**config.mk**
```make
export PLATFORM = sky130hd
export DESIGN_NAME = pec_link_host
export DESIGN_NICKNAME = d
export VERILOG_FILES = /design/src/verilog/pec_link_pkg.sv /design/src/verilog/pec_link_host.sv
export SDC_FILE = /design/constraint.sdc
export NUM_CORES = 1
export LEC_CHECK = 0
export BUFFER_PORTS_ARGS = -buffer_cell sky130_fd_sc_hd__buf_2
export CORE_UTILIZATION = 55
export DETAILED_ROUTE_END_ITERATION = 8
export GPL_TIMING_DRIVEN = 0
export PLACE_DENSITY = 0.72
export SLEW_MARGIN = 5
export SYNTH_ARGS = -nofsm -noshare
export SYNTH_HDL_FRONTEND = slang
export SYNTH_SLANG_ARGS = --single-unit
```
**constraint.sdc**
```tcl
create_clock -name clk -period 2.9 [get_ports clk]
set_clock_uncertainty 0.05 [all_clocks]
set_input_delay 0.58 -clock clk [delete_from_list [all_inputs] [get_ports clk]]
set_output_delay 0.58 -clock clk [all_outputs]
set_load 0.005 [all_outputs]
```
**src/verilog/pec_link_pkg.sv**
```systemverilog
`default_nettype none
package pec_link_pkg;

  // ==========================================================
  // timing
  localparam int CLK_PERIOD_NS   = 10;
  localparam int SCK_HALF_NS     = 500;
  localparam int SELECT_GAP_NS     = 1000;
  localparam int SCK_HALF_CYCLES   = (SCK_HALF_NS + CLK_PERIOD_NS - 1) / CLK_PERIOD_NS;
  localparam int SELECT_GAP_CYCLES = (SELECT_GAP_NS + CLK_PERIOD_NS - 1) / CLK_PERIOD_NS;
  localparam logic [7:0] SCK_HALF_LAST   = 8'(SCK_HALF_CYCLES - 1);
  localparam logic [7:0] SELECT_GAP_LAST = 8'(SELECT_GAP_CYCLES - 1);

  // ==========================================================
  // framing
  localparam logic [14:0] PEC_SEED     = 15'h0010;
  localparam logic [1:0]  CMD_PEC_HI   = 2'h2;
  localparam logic [1:0]  CMD_PEC_LO   = 2'h3;
  localparam logic [2:0]  GROUP_PEC_HI = 3'h6;
  localparam logic [2:0]  GROUP_PEC_LO = 3'h7;
  localparam logic [7:0]  IDLE_BYTE    = 8'hFF;

  typedef enum logic [1:0] {
    OP_CMD   = 2'b00,
    OP_WRITE = 2'b01,
    OP_READ  = 2'b10,
    OP_POLL  = 2'b11
  } op_type;

  typedef struct packed {
    op_type      op;
    logic [15:0] cmd;
    logic [3:0]  devCount;
  } request_type;

  typedef struct packed {
    logic [3:0] dev;
    logic [2:0] index;
    logic [7:0] data;
  } read_byte_type;

  // one bit into the check accumulator
  function automatic logic [14:0] pec_step(input logic [14:0] c, input logic din);
    logic        fb;
    logic [14:0] n;
    fb    = din ^ c[14];     // [RL3]
    n     = {c[13:0], fb};   // [RL4]
    n[3]  = fb ^ c[2];       // [RL1]
    n[4]  = fb ^ c[3];
    n[7]  = fb ^ c[6];
    n[8]  = fb ^ c[7];
    n[10] = fb ^ c[9];
    n[14] = fb ^ c[13];
    return n;
  endfunction

endpackage
`default_nettype wire

```
**src/verilog/pec_link_host.sv**
```systemverilog
// Summary of operation
// RL1: check code is 15-bit CRC, polynomial x15+x14+x10+x8+x7+x4+x3+1.
// RL2: accumulator starts each checked unit at seed with only bit 4 set.
// RL3: feedback is input bit XOR bit 14; taps XOR feedback with lower bits.
// RL4: accumulator shifts upward; tap positions load tap inputs, others neighbour.
// RL5: sent check word is the 15-bit value with zero appended as LSB.
// RL6: code covers every bit in order, final after the last data bit.
// RL7: first check byte is bits 14..7, second is bits 6..0 then zero.
// RL8: device checks command and data, acts only on match.
// RL9: device appends its computed check bytes to read data.
// RL10: host sends command high, command low, check high, check low.
// RL11: chained write sends top device group first, each with its check bytes.
// RL12: device shifts out own group then relays data from above.
// RL13: all devices decode together; chain acts as cascaded shift register.
// RL14: with select held after conversion, output low while busy.
// RL15: output returns high as soon as select rises.
// RL16: after status poll command, output low while busy, high when done.
// RL17: pulse link replies to each master pulse with busy or done.
// RL18: long select-high pulse abandons polling on pulse link.
// RL19: bottom device outputs zero for first N clocks, then stack status.
// RL20: pulse link chain replies meaningful only after N pulses.
// RL21: host may wait out conversion time instead of polling.
// RL22: every byte is sent most significant bit first.
// RL23: select stays low through whole sequence; writes land on its rise.
// RL24: command check word covers both command bytes as one unit.
// RL25: device reseeds accumulator at command and at each data group.
// RL26: device ignores command or group whose check word mismatches.
`timescale 1ns/100ps
`default_nettype none
module pec_link_host (
  input  wire logic                        clk,
  input  wire logic                        rst_n,
  input  wire logic                        reqValid,
  output logic                             reqReady,
  input  wire pec_link_pkg::request_type   req,
  input  wire logic                        wrValid,
  output logic                             wrReady,
  input  wire logic [7:0]                  wrByte,
  output logic                             rdValid,
  output pec_link_pkg::read_byte_type      rdData,
  output logic                             groupDone,
  output logic                             checkOk,
  input  wire logic                        pollAbort,
  output logic                             convDone,
  output logic                             done,
  output logic                             chipSelect_n,
  output logic                             sck,
  output logic                             sdi,
  input  wire logic                        sdo
);

  // ==========================================================
  // state
  typedef enum logic [2:0] {
    ST_IDLE  = 3'b000,
    ST_LOAD  = 3'b001,
    ST_SHIFT = 3'b010,
    ST_POLL  = 3'b011,
    ST_GAP   = 3'b100
  } state_type;

  state_type                 state_q;
  pec_link_pkg::request_type req_q;
  logic                      inData_q, phase_q;
  logic [1:0]                pos_q;
  logic [2:0]                gb_q, bit_q;
  logic [3:0]                dev_q;
  logic [7:0]                cnt_q, tx_q, rx_q, pecHi_q;
  logic [14:0]               crc_q;
  logic [4:0]                pollCnt_q;
  logic                      sdoMeta_q, sdoSync_q;
  logic                      halfEnd, bitEnd, byteEnd, isRx, covering;
  logic                      crcBit, loadGo, lastDev, statusHigh;
  logic [7:0]                loadByte, rxByte;

  // ==========================================================
  // pin synchroniser
  always_ff @(posedge clk) begin
    if (!rst_n) begin
      sdoMeta_q <= 1'b1;
      sdoSync_q <= 1'b1;
    end else begin
      sdoMeta_q <= sdo;
      sdoSync_q <= sdoMeta_q;
    end
  end

  // ==========================================================
  // decode
  assign halfEnd  = cnt_q == pec_link_pkg::SCK_HALF_LAST;
  assign bitEnd   = (state_q == ST_SHIFT || state_q == ST_POLL) && phase_q && halfEnd;
  assign byteEnd  = state_q == ST_SHIFT && bitEnd && bit_q == 3'h7;
  assign isRx     = inData_q && req_q.op == pec_link_pkg::OP_READ;
  assign covering = inData_q ? (gb_q < pec_link_pkg::GROUP_PEC_HI) : (pos_q < 2'h2); // [RL24]
  assign crcBit   = isRx ? sdoSync_q : tx_q[7];
  assign rxByte   = {rx_q[6:0], sdoSync_q};
  assign lastDev  = ({1'b0, dev_q} + 5'h01) >= {1'b0, req_q.devCount};
  // the first N samples are the chain's fill, not status
  assign statusHigh = state_q == ST_POLL && bitEnd && sdoSync_q
                      && pollCnt_q >= {1'b0, req_q.devCount}; // [RL19]
  assign wrReady  = state_q == ST_LOAD && inData_q && req_q.op == pec_link_pkg::OP_WRITE
                    && gb_q < pec_link_pkg::GROUP_PEC_HI;
  assign loadGo   = state_q == ST_LOAD && (!wrReady || wrValid);
  assign reqReady = state_q == ST_IDLE;
  assign sdi      = tx_q[7]; // [RL22]

  always_comb begin
    loadByte = pec_link_pkg::IDLE_BYTE;
    if (!inData_q) begin
      case (pos_q) // [RL10]
        2'h0:    loadByte = req_q.cmd[15:8];
        2'h1:    loadByte = req_q.cmd[7:0];
        2'h2:    loadByte = crc_q[14:7];       // [RL7]
        default: loadByte = {crc_q[6:0], 1'b0}; // [RL5]
      endcase
    end else if (req_q.op == pec_link_pkg::OP_WRITE) begin
      if (gb_q == pec_link_pkg::GROUP_PEC_HI) begin
        loadByte = crc_q[14:7]; // [RL11]
      end else if (gb_q == pec_link_pkg::GROUP_PEC_LO) begin
        loadByte = {crc_q[6:0], 1'b0};
      end else begin
        loadByte = wrByte;
      end
    end
  end

  // ==========================================================
  // sequencer and bit engine
  always_ff @(posedge clk) begin
    if (!rst_n) begin
      state_q      <= ST_IDLE;
      req_q        <= '0;
      inData_q     <= 1'b0;
      pos_q        <= 2'h0;
      gb_q         <= 3'h0;
      dev_q        <= 4'h0;
      phase_q      <= 1'b0;
      cnt_q        <= 8'h00;
      bit_q        <= 3'h0;
      tx_q         <= pec_link_pkg::IDLE_BYTE;
      rx_q         <= 8'h00;
      pollCnt_q    <= 5'h00;
      chipSelect_n <= 1'b1;
      sck          <= 1'b0;
    end else begin
      case (state_q)
        ST_IDLE: begin
          if (reqValid) begin
            req_q        <= req;
            inData_q     <= 1'b0;
            pos_q        <= 2'h0;
            chipSelect_n <= 1'b0; // [RL23]
            state_q      <= ST_LOAD;
          end
        end
        ST_LOAD: begin
          if (loadGo) begin
            tx_q    <= loadByte;
            bit_q   <= 3'h0;
            phase_q <= 1'b0;
            cnt_q   <= 8'h00;
            state_q <= ST_SHIFT;
          end
        end
        ST_SHIFT, ST_POLL: begin
          cnt_q <= halfEnd ? 8'h00 : cnt_q + 8'h01;
          if (halfEnd) begin
            phase_q <= !phase_q;
            sck     <= !phase_q;
          end
          if (bitEnd) begin
            tx_q  <= {tx_q[6:0], 1'b1}; // [RL22]
            rx_q  <= rxByte;
            bit_q <= bit_q + 3'h1;
          end
          if (byteEnd) begin
            state_q <= ST_LOAD;
            if (!inData_q) begin
              pos_q <= pos_q + 2'h1;
              if (pos_q == pec_link_pkg::CMD_PEC_LO) begin
                inData_q  <= req_q.op == pec_link_pkg::OP_WRITE
                             || req_q.op == pec_link_pkg::OP_READ;
                gb_q      <= 3'h0;
                dev_q     <= 4'h0;
                pollCnt_q <= 5'h00;
                tx_q      <= pec_link_pkg::IDLE_BYTE;
                if (req_q.op == pec_link_pkg::OP_POLL) begin
                  state_q <= ST_POLL; // [RL16]
                end else if (req_q.op == pec_link_pkg::OP_CMD) begin
                  state_q <= ST_GAP; // [RL21]
                end
              end
            end else begin
              gb_q <= gb_q + 3'h1;
              if (gb_q == pec_link_pkg::GROUP_PEC_LO) begin
                dev_q <= dev_q + 4'h1;
                if (lastDev) begin
                  state_q <= ST_GAP; // [RL23]
                end
              end
            end
          end
          if (state_q == ST_POLL) begin
            if (bitEnd) begin
              pollCnt_q <= (pollCnt_q == 5'h1F) ? pollCnt_q : pollCnt_q + 5'h01;
            end
            // an abort may land mid-bit, so the clock is parked low here
            if (pollAbort || statusHigh) begin // [RL19]
              state_q <= ST_GAP;
              cnt_q   <= 8'h00;
              sck     <= 1'b0;
              phase_q <= 1'b0;
            end
          end
        end
        ST_GAP: begin
          chipSelect_n <= 1'b1;
          cnt_q        <= cnt_q + 8'h01;
          if (cnt_q == pec_link_pkg::SELECT_GAP_LAST) begin
            state_q <= ST_IDLE;
          end
        end
        default: state_q <= ST_IDLE;
      endcase
    end
  end

  // ==========================================================
  // check accumulator
  always_ff @(posedge clk) begin
    if (!rst_n) begin
      crc_q <= pec_link_pkg::PEC_SEED;
    end else if (state_q == ST_IDLE || (state_q == ST_LOAD && inData_q && gb_q == 3'h0)) begin
      crc_q <= pec_link_pkg::PEC_SEED; // [RL2]
    end else if (state_q == ST_SHIFT && bitEnd && covering) begin
      crc_q <= pec_link_pkg::pec_step(crc_q, crcBit); // [RL6]
    end
  end

  // ==========================================================
  // answers
  always_ff @(posedge clk) begin
    if (!rst_n) begin
      rdValid   <= 1'b0;
      rdData    <= '0;
      groupDone <= 1'b0;
      checkOk   <= 1'b0;
      pecHi_q   <= 8'h00;
      convDone  <= 1'b0;
      done      <= 1'b0;
    end else begin
      rdValid   <= byteEnd && isRx && gb_q < pec_link_pkg::GROUP_PEC_HI;
      groupDone <= byteEnd && isRx && gb_q == pec_link_pkg::GROUP_PEC_LO;
      convDone  <= statusHigh && !pollAbort;
      done      <= state_q == ST_GAP && cnt_q == pec_link_pkg::SELECT_GAP_LAST;
      if (byteEnd && isRx) begin
        rdData <= '{dev: dev_q, index: gb_q, data: rxByte}; // [RL12]
        if (gb_q == pec_link_pkg::GROUP_PEC_HI) begin
          pecHi_q <= rxByte;
        end
        if (gb_q == pec_link_pkg::GROUP_PEC_LO) begin
          checkOk <= {pecHi_q, rxByte} == {crc_q, 1'b0}; // [RL9]
        end
      end
    end
  end
endmodule // pec_link_host
`default_nettype wire

```
==> results.yml, run 1 <==
routing:
  drc: 0
  detail_route.iter0.violations: 377
  drt_pass1_iterations: 5
  route.vias.total: 5551
  viasPerCell: 5.95
  route.final.wire_length_um: 16800
  final_antenna_violating_net_count: 0
  route.detailed.wl_per_inst_um: 18.0
sta:
  fin_worst_hold_slack_ns: 0.177
  timing.fmax_mhz: 371
  ratio_of_final_minimum_period_to_clock_period_pct: 92.9
  slew_headroom_pct: 53.7
  worst_slack_ns: 0.205
  rsz0062_at_grt: "false"
  setup_viol: 0
  timing_hold_violations_final: 0
  timing.final.max_slew_violations: 0
  fin_crit_ns: 2.70
  setup-tns-final_ns: 0
  max_slew.worst_pin.slew_ns: 0.694
finish:
  diodes: 0
  post_route_cells_drive_above_1_share_pct: 18.2
  layout.cell_area.non_filler_um2: 7070
  syn2layout_area_growth_pct: 19.4
  final_nets: 847
  final_util_pct: 68.2
synth:
  yosysSeqAreaShare_pct: 38.5
  synth_top_area_share_pct: 38.5
  syn_avg_cell_area_um2: 8.39
  synth.mux.area_fraction_pct: 3.02
  simple_logic_cell_fraction_of_the_synthesized_area_pct: 24.6
  synth-seq-cells: 114
  post-synth-top-area-cell: "sky130_fd_sc_hd__dfxtp_1"
  yosys.cell_types.count: 79
  xor_xnor_portion_of_the_synthesized_cell_area_pct: 4.41
  synth_compound_gate_area_share_pct: 18.3
  post_synthesis_share_of_cell_area_spent_on_full_adders_half_adders_and_majority_gates_pct: 5.70
  mappedNetlistArea_um2: 5930
  yosys.cell_count.top_type: "sky130_fd_sc_hd__nand2_1"
  yosys-top-cells-count: "149 x sky130_fd_sc_hd__nand2_1, 114 x sky130_fd_sc_hd__dfxtp_1, 77 x sky130_fd_sc_hd__a21oi_1"
  synth_enable_flop_cells: 0
  synthesis.nets: 769
  synth_flop_cell: "sky130_fd_sc_hd__dfxtp_1"
  main_combinational_cell_family_by_area_after_synthesis: "simple AND/OR/NAND/NOR gates"
  synth-warning-count: 0
  async_flop_share_pct: 0
  synth.top_cells.by_area: "sky130_fd_sc_hd__dfxtp_1 39%, sky130_fd_sc_hd__nand2_1 9.4%, sky130_fd_sc_hd__a21oi_1 6.5%"
  syn-instance-count: 706
die:
  design.portCount: 61
  die_w_um: 106
  effective_utilization_at_floorplan_pct: 57.1
  rows: 37
  design.die.area_um2: 11200
  die_height_um: 106
  core_area_um2: 10400
placed_design:
  finalWeightedCongestion: 0.894
  preCtsSetupSlack_ns: 0.151
  post-dp-hpwl_um: 12100
  placed_area_um2: 6390
  io_buffer_count: 59
global_routing:
  grt_remaining_overflow: 0
  grt_start_max_net_pins: 17
  all_layer_global_routing_usage_pct: 31.6
  first_global_vias: 5334
  wire_length_of_the_first_global_routing_pass_um: 27200
  number_of_antenna_violations_at_the_first_check_in_global_routing: 0
run:
  drv_cap: 0
setup_path:
  most_frequent_cell_on_the_critical_path: "sky130_fd_sc_hd__ha_1"
  critical_path.max_fanout: 10
  worst_setup_path_type: "flop to flop"
  worst_setup_path_end_kind: "flop"
  critical_path.reg2reg.startpoint: "gb_q[1]"
  startpoint_of_the_worst_setup_timing_path: "gb_q[1]"
  critPathMaxStageDelay_ns: 0.47
  crit_buf_inv: 1
  cp_data_required_time_ns: 3.27
  path_delay_family: "compound AO/OA/AOI/OAI gates"
  worst_ep_arrival_time_ns: 3.06
  worstPathCellList: "ha_1 > ha_1 > clkbuf_2 > mux2_2 > o31ai_1 > o21ai_0 > a221o_2"
  worstSetupStartpointType: "flop"
  crit_slowest_cell: "sky130_fd_sc_hd__dfxtp_1"
pwr:
  leakage_power_uw: 0.00283
  irDropWorstVdd_v: 0.000638
  power_per_standard_cell_area_nw_per_um2: 619
worst_hold_path:
  min-delay-path-class: "input port to flop"
  timing.hold.worst.start: "sdo"
cts:
  clk_latency_ns: 0.54
  max-clock-path-buffers: 2
  cts_tree: "done"
  cts.reportedPaths.clkPinSlew_ns: 0.06
  h_tree_levels: 4
  clock-root-buffer: "sky130_fd_sc_hd__clkbuf_8"
  clock-sinks: 114
  cts_inserted_buffers: 17
status:
  run_status: "finished, final reports clean"
==> per-layer routing <==
| layer | track usage [%] | vias to the layer above | part of all wire [%] |
|---|---|---|---|
| met5 | 0 | - | 0 |
| met4 | 11.9 | 0 | 1.8 |
| met3 | 7.11 | 29 | 5.6 |
| met2 | 52.7 | 182 | 49 |
| met1 | 39.8 | 2679 | 43 |
| li1 | - | 2661 | - |
==> cells in the final DEF, fill, tap and decap left out, types with 8 or more instances in the layout <==
| master | netlist | final |
|---|---|---|
| sky130_fd_sc_hd__nand3_1 | 31 | 31 |
| sky130_fd_sc_hd__nor3_1 | 11 | 11 |
| sky130_fd_sc_hd__ha_1 | 27 | 27 |
| sky130_fd_sc_hd__a21oi_1 | 77 | 77 |
| sky130_fd_sc_hd__a211oi_1 | 9 | 9 |
| sky130_fd_sc_hd__xor2_1 | 12 | 12 |
| sky130_fd_sc_hd__nand2_1 | 149 | 149 |
| sky130_fd_sc_hd__inv_1 | 14 | 14 |
| sky130_fd_sc_hd__clkbuf_1 | 24 | 26 |
| sky130_fd_sc_hd__o31ai_1 | 9 | 9 |
| sky130_fd_sc_hd__xnor2_1 | 16 | 16 |
| sky130_fd_sc_hd__mux2i_1 | 10 | 10 |
| sky130_fd_sc_hd__buf_2 | 7 | 66 |
| sky130_fd_sc_hd__a22oi_1 | 8 | 8 |
| sky130_fd_sc_hd__o22ai_1 | 9 | 9 |
| sky130_fd_sc_hd__dfxtp_1 | 114 | 114 |
| sky130_fd_sc_hd__o21ai_0 | 23 | 23 |
| sky130_fd_sc_hd__clkbuf_16 | 0 | 16 |
| sky130_fd_sc_hd__nor2_1 | 35 | 35 |
==> registers in the layout, summed over array words and instances, names as in the netlist, 2 cells and up <==
| register | cells |
|---|---|
| bit_q | 3 |
| pollCnt_q | 5 |
| tx_q | 8 |
| req_q | 22 |
| dev_q | 4 |
| rx_q | 7 |
| state_q | 3 |
| pos_q | 2 |
| crc_q | 15 |
| gb_q | 3 |
| rdData | 15 |
| cnt_q | 8 |
| pecHi_q | 8 |
==> where the power goes <==
part	total (µW)	internal, µW	switching (µW)
logic	314	120	194
registers	1640	1610	27.6
clock network	2430	1700	730
==> final cells by class <==
| class | count | area (µm²) |
|---|---|---|
| Clock buffer | 22 | 453 |
| Tap cell | 136 | 170 |
| Clock inverter | 10 | 228 |
| Buffer | 44 | 269 |
| Sequential cell | 114 | 2280 |
| Inverter | 15 | 56.3 |
| Fill cell | 853 | 3300 |
| Timing Repair Buffer | 59 | 295 |
| Multi-Input combinational cell | 533 | 3320 |
==> cells by family after synthesis <==
family,count (synthesis)
AND/OR/NAND/NOR,289
buffers and inverters,59
adder cells (fa/ha/maj),27
XOR/XNOR,29
AO/OA/AOI/OAI,171
multiplexers,17
flip-flops,114
==> what timing repair did <==
| action | CTS | global route |
|---|---|---|
| setup buffers | 0 | 0 |
| resized for setup | 0 | 2 |
| endpoints found under the hold margin | 0 | 0 |
| endpoints found under the setup margin | 0 | 2 |
| hold buffers | 0 | 0 |
==> path summary, 6_finish.rpt <==
check | to | slack, ns | depth (start not counted)
hold / removal | sdoMeta_q | 0.18 | 2
setup / recovery | tx_q[5] | 0.20 | 7
setup reg to reg | tx_q[5] | 0.20 | 7
hold reg to reg | sdoSync_q | 0.38 | 1
==> through the flow <==
stage | cells | power, µW
final | 933 | 4380
after global routing | 933 | 4490
after CTS | 933 | 4390
after detailed placement | 901 | 1970
after global placement | 901 | 1970
after floorplan | 706 | 1870
Note: power is estimated with default switching activity, not from simulation.
==> run 2: changes to the inputs <==
- ABC_AREA: default -> 1
- CORE_UTILIZATION: 55 -> 50
- PLACE_DENSITY: 0.72 -> 0.66
==> run 2 against run 1 <==
  * Sequential cell count unchanged
  * Design area decreased by 1.4%
  * Critical endpoint is now wrReady
  * Worst hold slack better by 0.097 ns
  * Count of clock-buffer cells in the layout down 4
  * Non-clock buffer count fell by 12
==> results.yml, run 2 <==
cts:
  h_tree_levels: 4
  clock-sinks: 114
  max-clock-path-buffers: 2
  clock-root-buffer: "sky130_fd_sc_hd__clkbuf_16"
  clk_latency_ns: 0.43
  cts_inserted_buffers: 17
  cts-resized-gates: 0
  cts_setup_buffers: 0
  cts.reportedPaths.clkPinSlew_ns: 0.06
  hold_buffers: 0
  cts_tree: "done"
synth:
  synth_top_area_share_pct: 39.0
  yosys.cell_types.count: 44
  yosys-top-cells-count: "176 x sky130_fd_sc_hd__nand2_1, 114 x sky130_fd_sc_hd__dfxtp_1, 85 x sky130_fd_sc_hd__inv_1"
  post-synth-top-area-cell: "sky130_fd_sc_hd__dfxtp_1"
  syn_avg_cell_area_um2: 7.11
  async_flop_share_pct: 0
  synth-seq-cells: 114
  synth_enable_flop_cells: 0
  synth-warning-count: 0
  synthesis.nets: 886
  synth_flop_cell: "sky130_fd_sc_hd__dfxtp_1"
  syn-instance-count: 823
  yosysSeqAreaShare_pct: 39.0
  yosys.cell_count.top_type: "sky130_fd_sc_hd__nand2_1"
  synth.top_cells.by_area: "sky130_fd_sc_hd__dfxtp_1 39%, sky130_fd_sc_hd__nand2_1 11%, sky130_fd_sc_hd__a21oi_1 7.1%"
  mappedNetlistArea_um2: 5850
global_routing:
  wire_length_of_the_first_global_routing_pass_um: 26300
  number_of_antenna_violations_at_the_first_check_in_global_routing: 0
  grt_remaining_overflow: 0
  all_layer_global_routing_usage_pct: 29.4
  grt_start_max_net_pins: 17
  first_global_vias: 5273
sta:
  timing.final.max_slew_violations: 0
  slew_headroom_pct: 51.0
  rsz0062_at_grt: "false"
  setup_viol: 0
  max_slew.worst_pin.slew_ns: 0.733
  fin_crit_ns: 2.43
  setup-tns-final_ns: 0
  ratio_of_final_minimum_period_to_clock_period_pct: 83.8
  timing.fmax_mhz: 411
  timing_hold_violations_final: 0
routing:
  viasPerCell: 5.49
  drt_pass1_iterations: 5
  drc: 0
  route.final.wire_length_um: 16800
  detail_route.iter0.violations: 540
  final_antenna_violating_net_count: 0
  route.vias.total: 5798
  route.detailed.wl_per_inst_um: 15.9
setup_path:
  rr_endpoint: "pollCnt_q[4]"
  critical_path.reg2reg.startpoint: "cnt_q[1]"
  reg2reg_setup_slack_ns: 0.57
  worst_ep_arrival_time_ns: 1.80
  reg2regPathDepth: 11
  startpoint_of_the_worst_setup_timing_path: "req_q[21]"
  worstSetupStartpointType: "flop"
  cp_data_required_time_ns: 2.27
  worst_setup_path_end_kind: "output port"
  worst_setup_path_type: "flop to output port"
  crit_path_end: "wrReady"
  critical_path.max_fanout: 6
finish:
  largest_register_ffs: 22
  biggestRegsByFlops: "req_q (22), crc_q (15), rdData (15)"
  final_util_pct: 61.1
  largest_register: "req_q"
  final.fill_count: 1089
  post_route_cells_drive_above_1_share_pct: 15.2
  syn2layout_area_growth_pct: 19.2
  diodes: 0
  mostFrequentLayoutCells: "176 x sky130_fd_sc_hd__nand2_1, 114 x sky130_fd_sc_hd__dfxtp_1, 85 x sky130_fd_sc_hd__inv_1, 83 x sky130_fd_sc_hd__a21oi_1, 72 x sky130_fd_sc_hd__nor2_1"
  final_nets: 964
  layout_commonest_cell: "sky130_fd_sc_hd__nand2_1"
pwr:
  power_frac_seq_pct: 38.1
  swShare_pct: 24.9
  p_int_uw: 3320
  power_per_standard_cell_area_nw_per_um2: 633
  combPwrFrac_pct: 9.9
  leakage_power_uw: 0.00301
  irDropWorstVdd_v: 0.000685
  p_clk_share_pct: 52.0
  switching_power_uw: 1100
placed_design:
  post-dp-hpwl_um: 12600
  finalWeightedCongestion: 0.924
  io_buffer_count: 59
worst_hold_path:
  min-delay-path-class: "input port to flop"
die:
  core_area_um2: 11400
  design.die.area_um2: 12100
  design.portCount: 61
  die_height_um: 110
  effective_utilization_at_floorplan_pct: 51.2
  rows: 39
  die_w_um: 110
run:
  drv_cap: 0
status:
  run_status: "finished, final reports clean"
## run 2: stage by stage
stage          area, µm²  instances  hold WS [ns]  setup WS [ns]  power [µW]
2_1_floorplan       5850        823         0.343           1.08        1990
3_3_place_gp        6330       1025         0.348          0.546        2130
3_5_place_dp        6330       1025         0.349          0.588        2140
4_1_cts             6980       1057         0.269          0.476        4420
5_1_grt             6980       1057         0.276          0.352        4560
6_report            6980       1057         0.274          0.469        4420
## run 2: power by group through the flow
stage,combinational [µW],clock (µW),sequential (µW)
finish,437,2300,1680
global route,492,2380,1690
CTS,434,2310,1680
detailed placement,431,0,1710
global placement,421,0,1710
floorplan,297,0,1700
## run 2: worst min-delay path by stage
stage                          from   endpoint  slack (ns)  cells after the start
after floorplan           sdoMeta_q  sdoSync_q        0.34                      1
after CTS                 pollAbort   convDone        0.27                      2
after global placement    sdoMeta_q  sdoSync_q        0.35                      1
after global routing      pollAbort   convDone        0.28                      2
after detailed placement  sdoMeta_q  sdoSync_q        0.35                      1
final                     pollAbort   convDone        0.27                      2
## run 2: area by class of cell
type	count	area, µm²	share of cell area (%)
flip-flops and latches	114	2280	32.7
plain buffers	32	139	1.99
inverters	95	357	5.11
clock buffers	18	439	6.29
well taps	143	179	2.56
clock inverters	14	211	3.03
repair buffers	59	295	4.23
multi-input cells	582	3070	44.1
## run 2: worst max-delay path, cell delays in order, from the launching register on
cell and delay, ns:
sky130_fd_sc_hd__dfxtp_1 0.32, sky130_fd_sc_hd__inv_1 0.09, sky130_fd_sc_hd__ha_1 0.28, sky130_fd_sc_hd__inv_1 0.16
sky130_fd_sc_hd__nor3_1 0.34, sky130_fd_sc_hd__buf_2 0.18
## run 2: logic make-up (layout without fill, tap and decap cells)
kind of cell             count (synthesis)  in the layout  share of synthesized area, %
AND/OR/NAND/NOR                        356            356                          27.4
adder cells (fa/ha/maj)                 27             27                          5.77
flip-flops                             114            114                          39.0
XOR/XNOR                                16             16                          2.52
buffers and inverters                  127            218                          8.47
AO/OA/AOI/OAI                          183            183                          16.8
## run 2: metal layers
metal,share of wire (%),GRT usage (%),up-vias
met4,2.1,11.4,0
met5,0,0,-
met3,6.0,7.17,31
met2,46,47.6,185
li1,-,-,2875
met1,46,37.7,2707
==> run 3: changes to the inputs <==
- clock period: 2.9 -> 2.5 ns (I/O delays scaled with it)
==> run 3 against run 2 <==
  * First-iteration DRC count fell by 3.3%
  * Wire length increased by 0.28%
  * Core utilization stayed put
  * Final cell count did not move
  * Critical endpoint is now pollCnt_q[4]
  * Register-to-register slack got worse by 0.42 ns
  * Critical path type is now flop to flop
  * Via count is essentially flat
  * Highest routed layer unchanged
  * Combinational power rose by 16%
  * Worst setup slack lost 0.32 ns
  * Non-clock buffer count did not move
  * Sequential share of layout area unchanged
  * Sequential power is 16% higher
==> results.yml, run 3 (synthesis gave the netlist of run 2 again) <==
setup_path:
  cp_data_required_time_ns: 2.73
  worst_ep_arrival_time_ns: 2.58
  critPathMaxStageDelay_ns: 0.38
  worstSetupStartpointType: "flop"
  worst_setup_path_end_kind: "flop"
  crit_slowest_cell: "sky130_fd_sc_hd__nor3_4"
  worst_setup_path_type: "flop to flop"
  critical_path.max_fanout: 10
  worstPathCellList: "inv_1 > ha_1 > nand3_1 > nor2_4 > nand3_4 > nor3_4 > nand2_2 > nand2_1 > inv_1 > nand2_1 > a21oi_1"
die:
  effective_utilization_at_floorplan_pct: 51.2
  rows: 39
  die_w_um: 110
  die_height_um: 110
  design.portCount: 61
  design.die.area_um2: 12100
  core_area_um2: 11400
finish:
  layout_commonest_cell: "sky130_fd_sc_hd__nand2_1"
  syn2layout_area_growth_pct: 19.2
  mostFrequentLayoutCells: "176 x sky130_fd_sc_hd__nand2_1, 114 x sky130_fd_sc_hd__dfxtp_1, 85 x sky130_fd_sc_hd__inv_1, 83 x sky130_fd_sc_hd__a21oi_1, 72 x sky130_fd_sc_hd__nor2_1"
  largest_register: "req_q"
  final.fill_count: 1089
  layout.cell_area.non_filler_um2: 6980
  post_route_cells_drive_above_1_share_pct: 15.2
  largest_register_ffs: 22
  final_nets: 964
  biggestRegsByFlops: "req_q (22), crc_q (15), rdData (15)"
  diodes: 0
pwr:
  power_per_standard_cell_area_nw_per_um2: 734
  p_int_uw: 3850
  power_frac_seq_pct: 38.1
  swShare_pct: 24.9
  combPwrFrac_pct: 9.9
  leakage_power_uw: 0.00301
  p_clk_share_pct: 52.0
  design_power_total_uw: 5120
  irDropWorstVdd_v: 0.000795
  switching_power_uw: 1280
placed_design:
  placed_area_um2: 6330
  post-dp-hpwl_um: 12600
  preCtsSetupSlack_ns: 0.191
  io_buffer_count: 59
  finalWeightedCongestion: 0.924
routing:
  drc: 0
  route.final.wire_length_um: 16800
  route.detailed.wl_per_inst_um: 15.9
  detail_route.iter0.violations: 522
  route.vias.total: 5802
  viasPerCell: 5.49
  final_antenna_violating_net_count: 0
  drt_pass1_iterations: 6
sta:
  worst_slack_ns: 0.153
  timing.final.max_slew_violations: 0
  ratio_of_final_minimum_period_to_clock_period_pct: 93.9
  timing_hold_violations_final: 0
  setup_viol: 0
  fin_crit_ns: 2.35
  setup-tns-final_ns: 0
  timing.fmax_mhz: 426
  slew_headroom_pct: 50.8
  max_slew.worst_pin.slew_ns: 0.738
  rsz0062_at_grt: "false"
cts:
  max-clock-path-buffers: 2
  hold_buffers: 0
  clock-sinks: 114
  cts-resized-gates: 0
  cts_tree: "done"
  h_tree_levels: 4
  cts.reportedPaths.clkPinSlew_ns: 0.05
  cts_inserted_buffers: 17
  clock-root-buffer: "sky130_fd_sc_hd__clkbuf_16"
  clk_latency_ns: 0.43
  cts_setup_buffers: 0
worst_hold_path:
  min-delay-path-class: "input port to flop"
global_routing:
  grt_remaining_overflow: 0
  wire_length_of_the_first_global_routing_pass_um: 26300
  grt_start_max_net_pins: 17
  number_of_antenna_violations_at_the_first_check_in_global_routing: 0
  first_global_vias: 5273
  all_layer_global_routing_usage_pct: 29.4
run:
  drv_cap: 0
status:
  run_status: "finished, final reports clean"
==> run 3: cell count changes in the layout (fill, tap and decap cells not counted), sizes merged <==
cell and delta:
buf +1, clkbuf -1
==> run 3: stage by stage <==
stage / util, % / hold WS (ns) / cells
floorplan: - / 0.343 / 823
global placement: 55.4 / 0.348 / 1025
detailed placement: 55.4 / 0.349 / 1025
CTS: 61.1 / 0.189 / 1057
global route: 61.1 / 0.196 / 1057
finish: 61.1 / 0.197 / 1057
==> run 3: per-layer routing <==
metal | track usage [%] | vias up | part of all wire, %
met5 | 0 | - | 0
met1 | 37.7 | 2705 | 46
met3 | 7.17 | 41 | 5.9
li1 | - | 2869 | -
met4 | 11.4 | 0 | 2.3
met2 | 47.6 | 187 | 46
==> run 3: critical path: cells and delay by family, from the launching register on <==
kind / cells / cell delay (ns)
compound gates: 1 / 0.07
fa+ha+maj: 1 / 0.18
buf+inv: 2 / 0.17
flops: 1 / 0.33
simple gates: 7 / 1.41
==> run 3: power groups by stage <==
stage | clock, µW | combinational [µW] | sequential, µW
after floorplan | 0 | 344 | 1970
after global placement | 0 | 488 | 1980
after detailed placement | 0 | 500 | 1990
after CTS | 2680 | 503 | 1950
after global routing | 2760 | 571 | 1960
final | 2670 | 507 | 1950
==> run 3: worst paths after layout <==
path | startpoint | end | slack [ns] | cells after the start
setup / recovery | cnt_q[1] | pollCnt_q[4] | 0.15 | 11
hold / removal | pollAbort | convDone | 0.20 | 2
setup reg to reg | cnt_q[1] | pollCnt_q[4] | 0.15 | 11
hold reg to reg | sdoMeta_q | sdoSync_q | 0.36 | 1
==> run 3: area by class of cell <==
type	count	area, µm²	share of cell area (%)
Buffer	32	139	1.99
Clock buffer	18	439	6.29
Clock inverter	14	211	3.03
Inverter	95	357	5.11
Multi-Input combinational cell	582	3070	44.1
Sequential cell	114	2280	32.7
Tap cell	143	179	2.56
Timing Repair Buffer	59	295	4.23
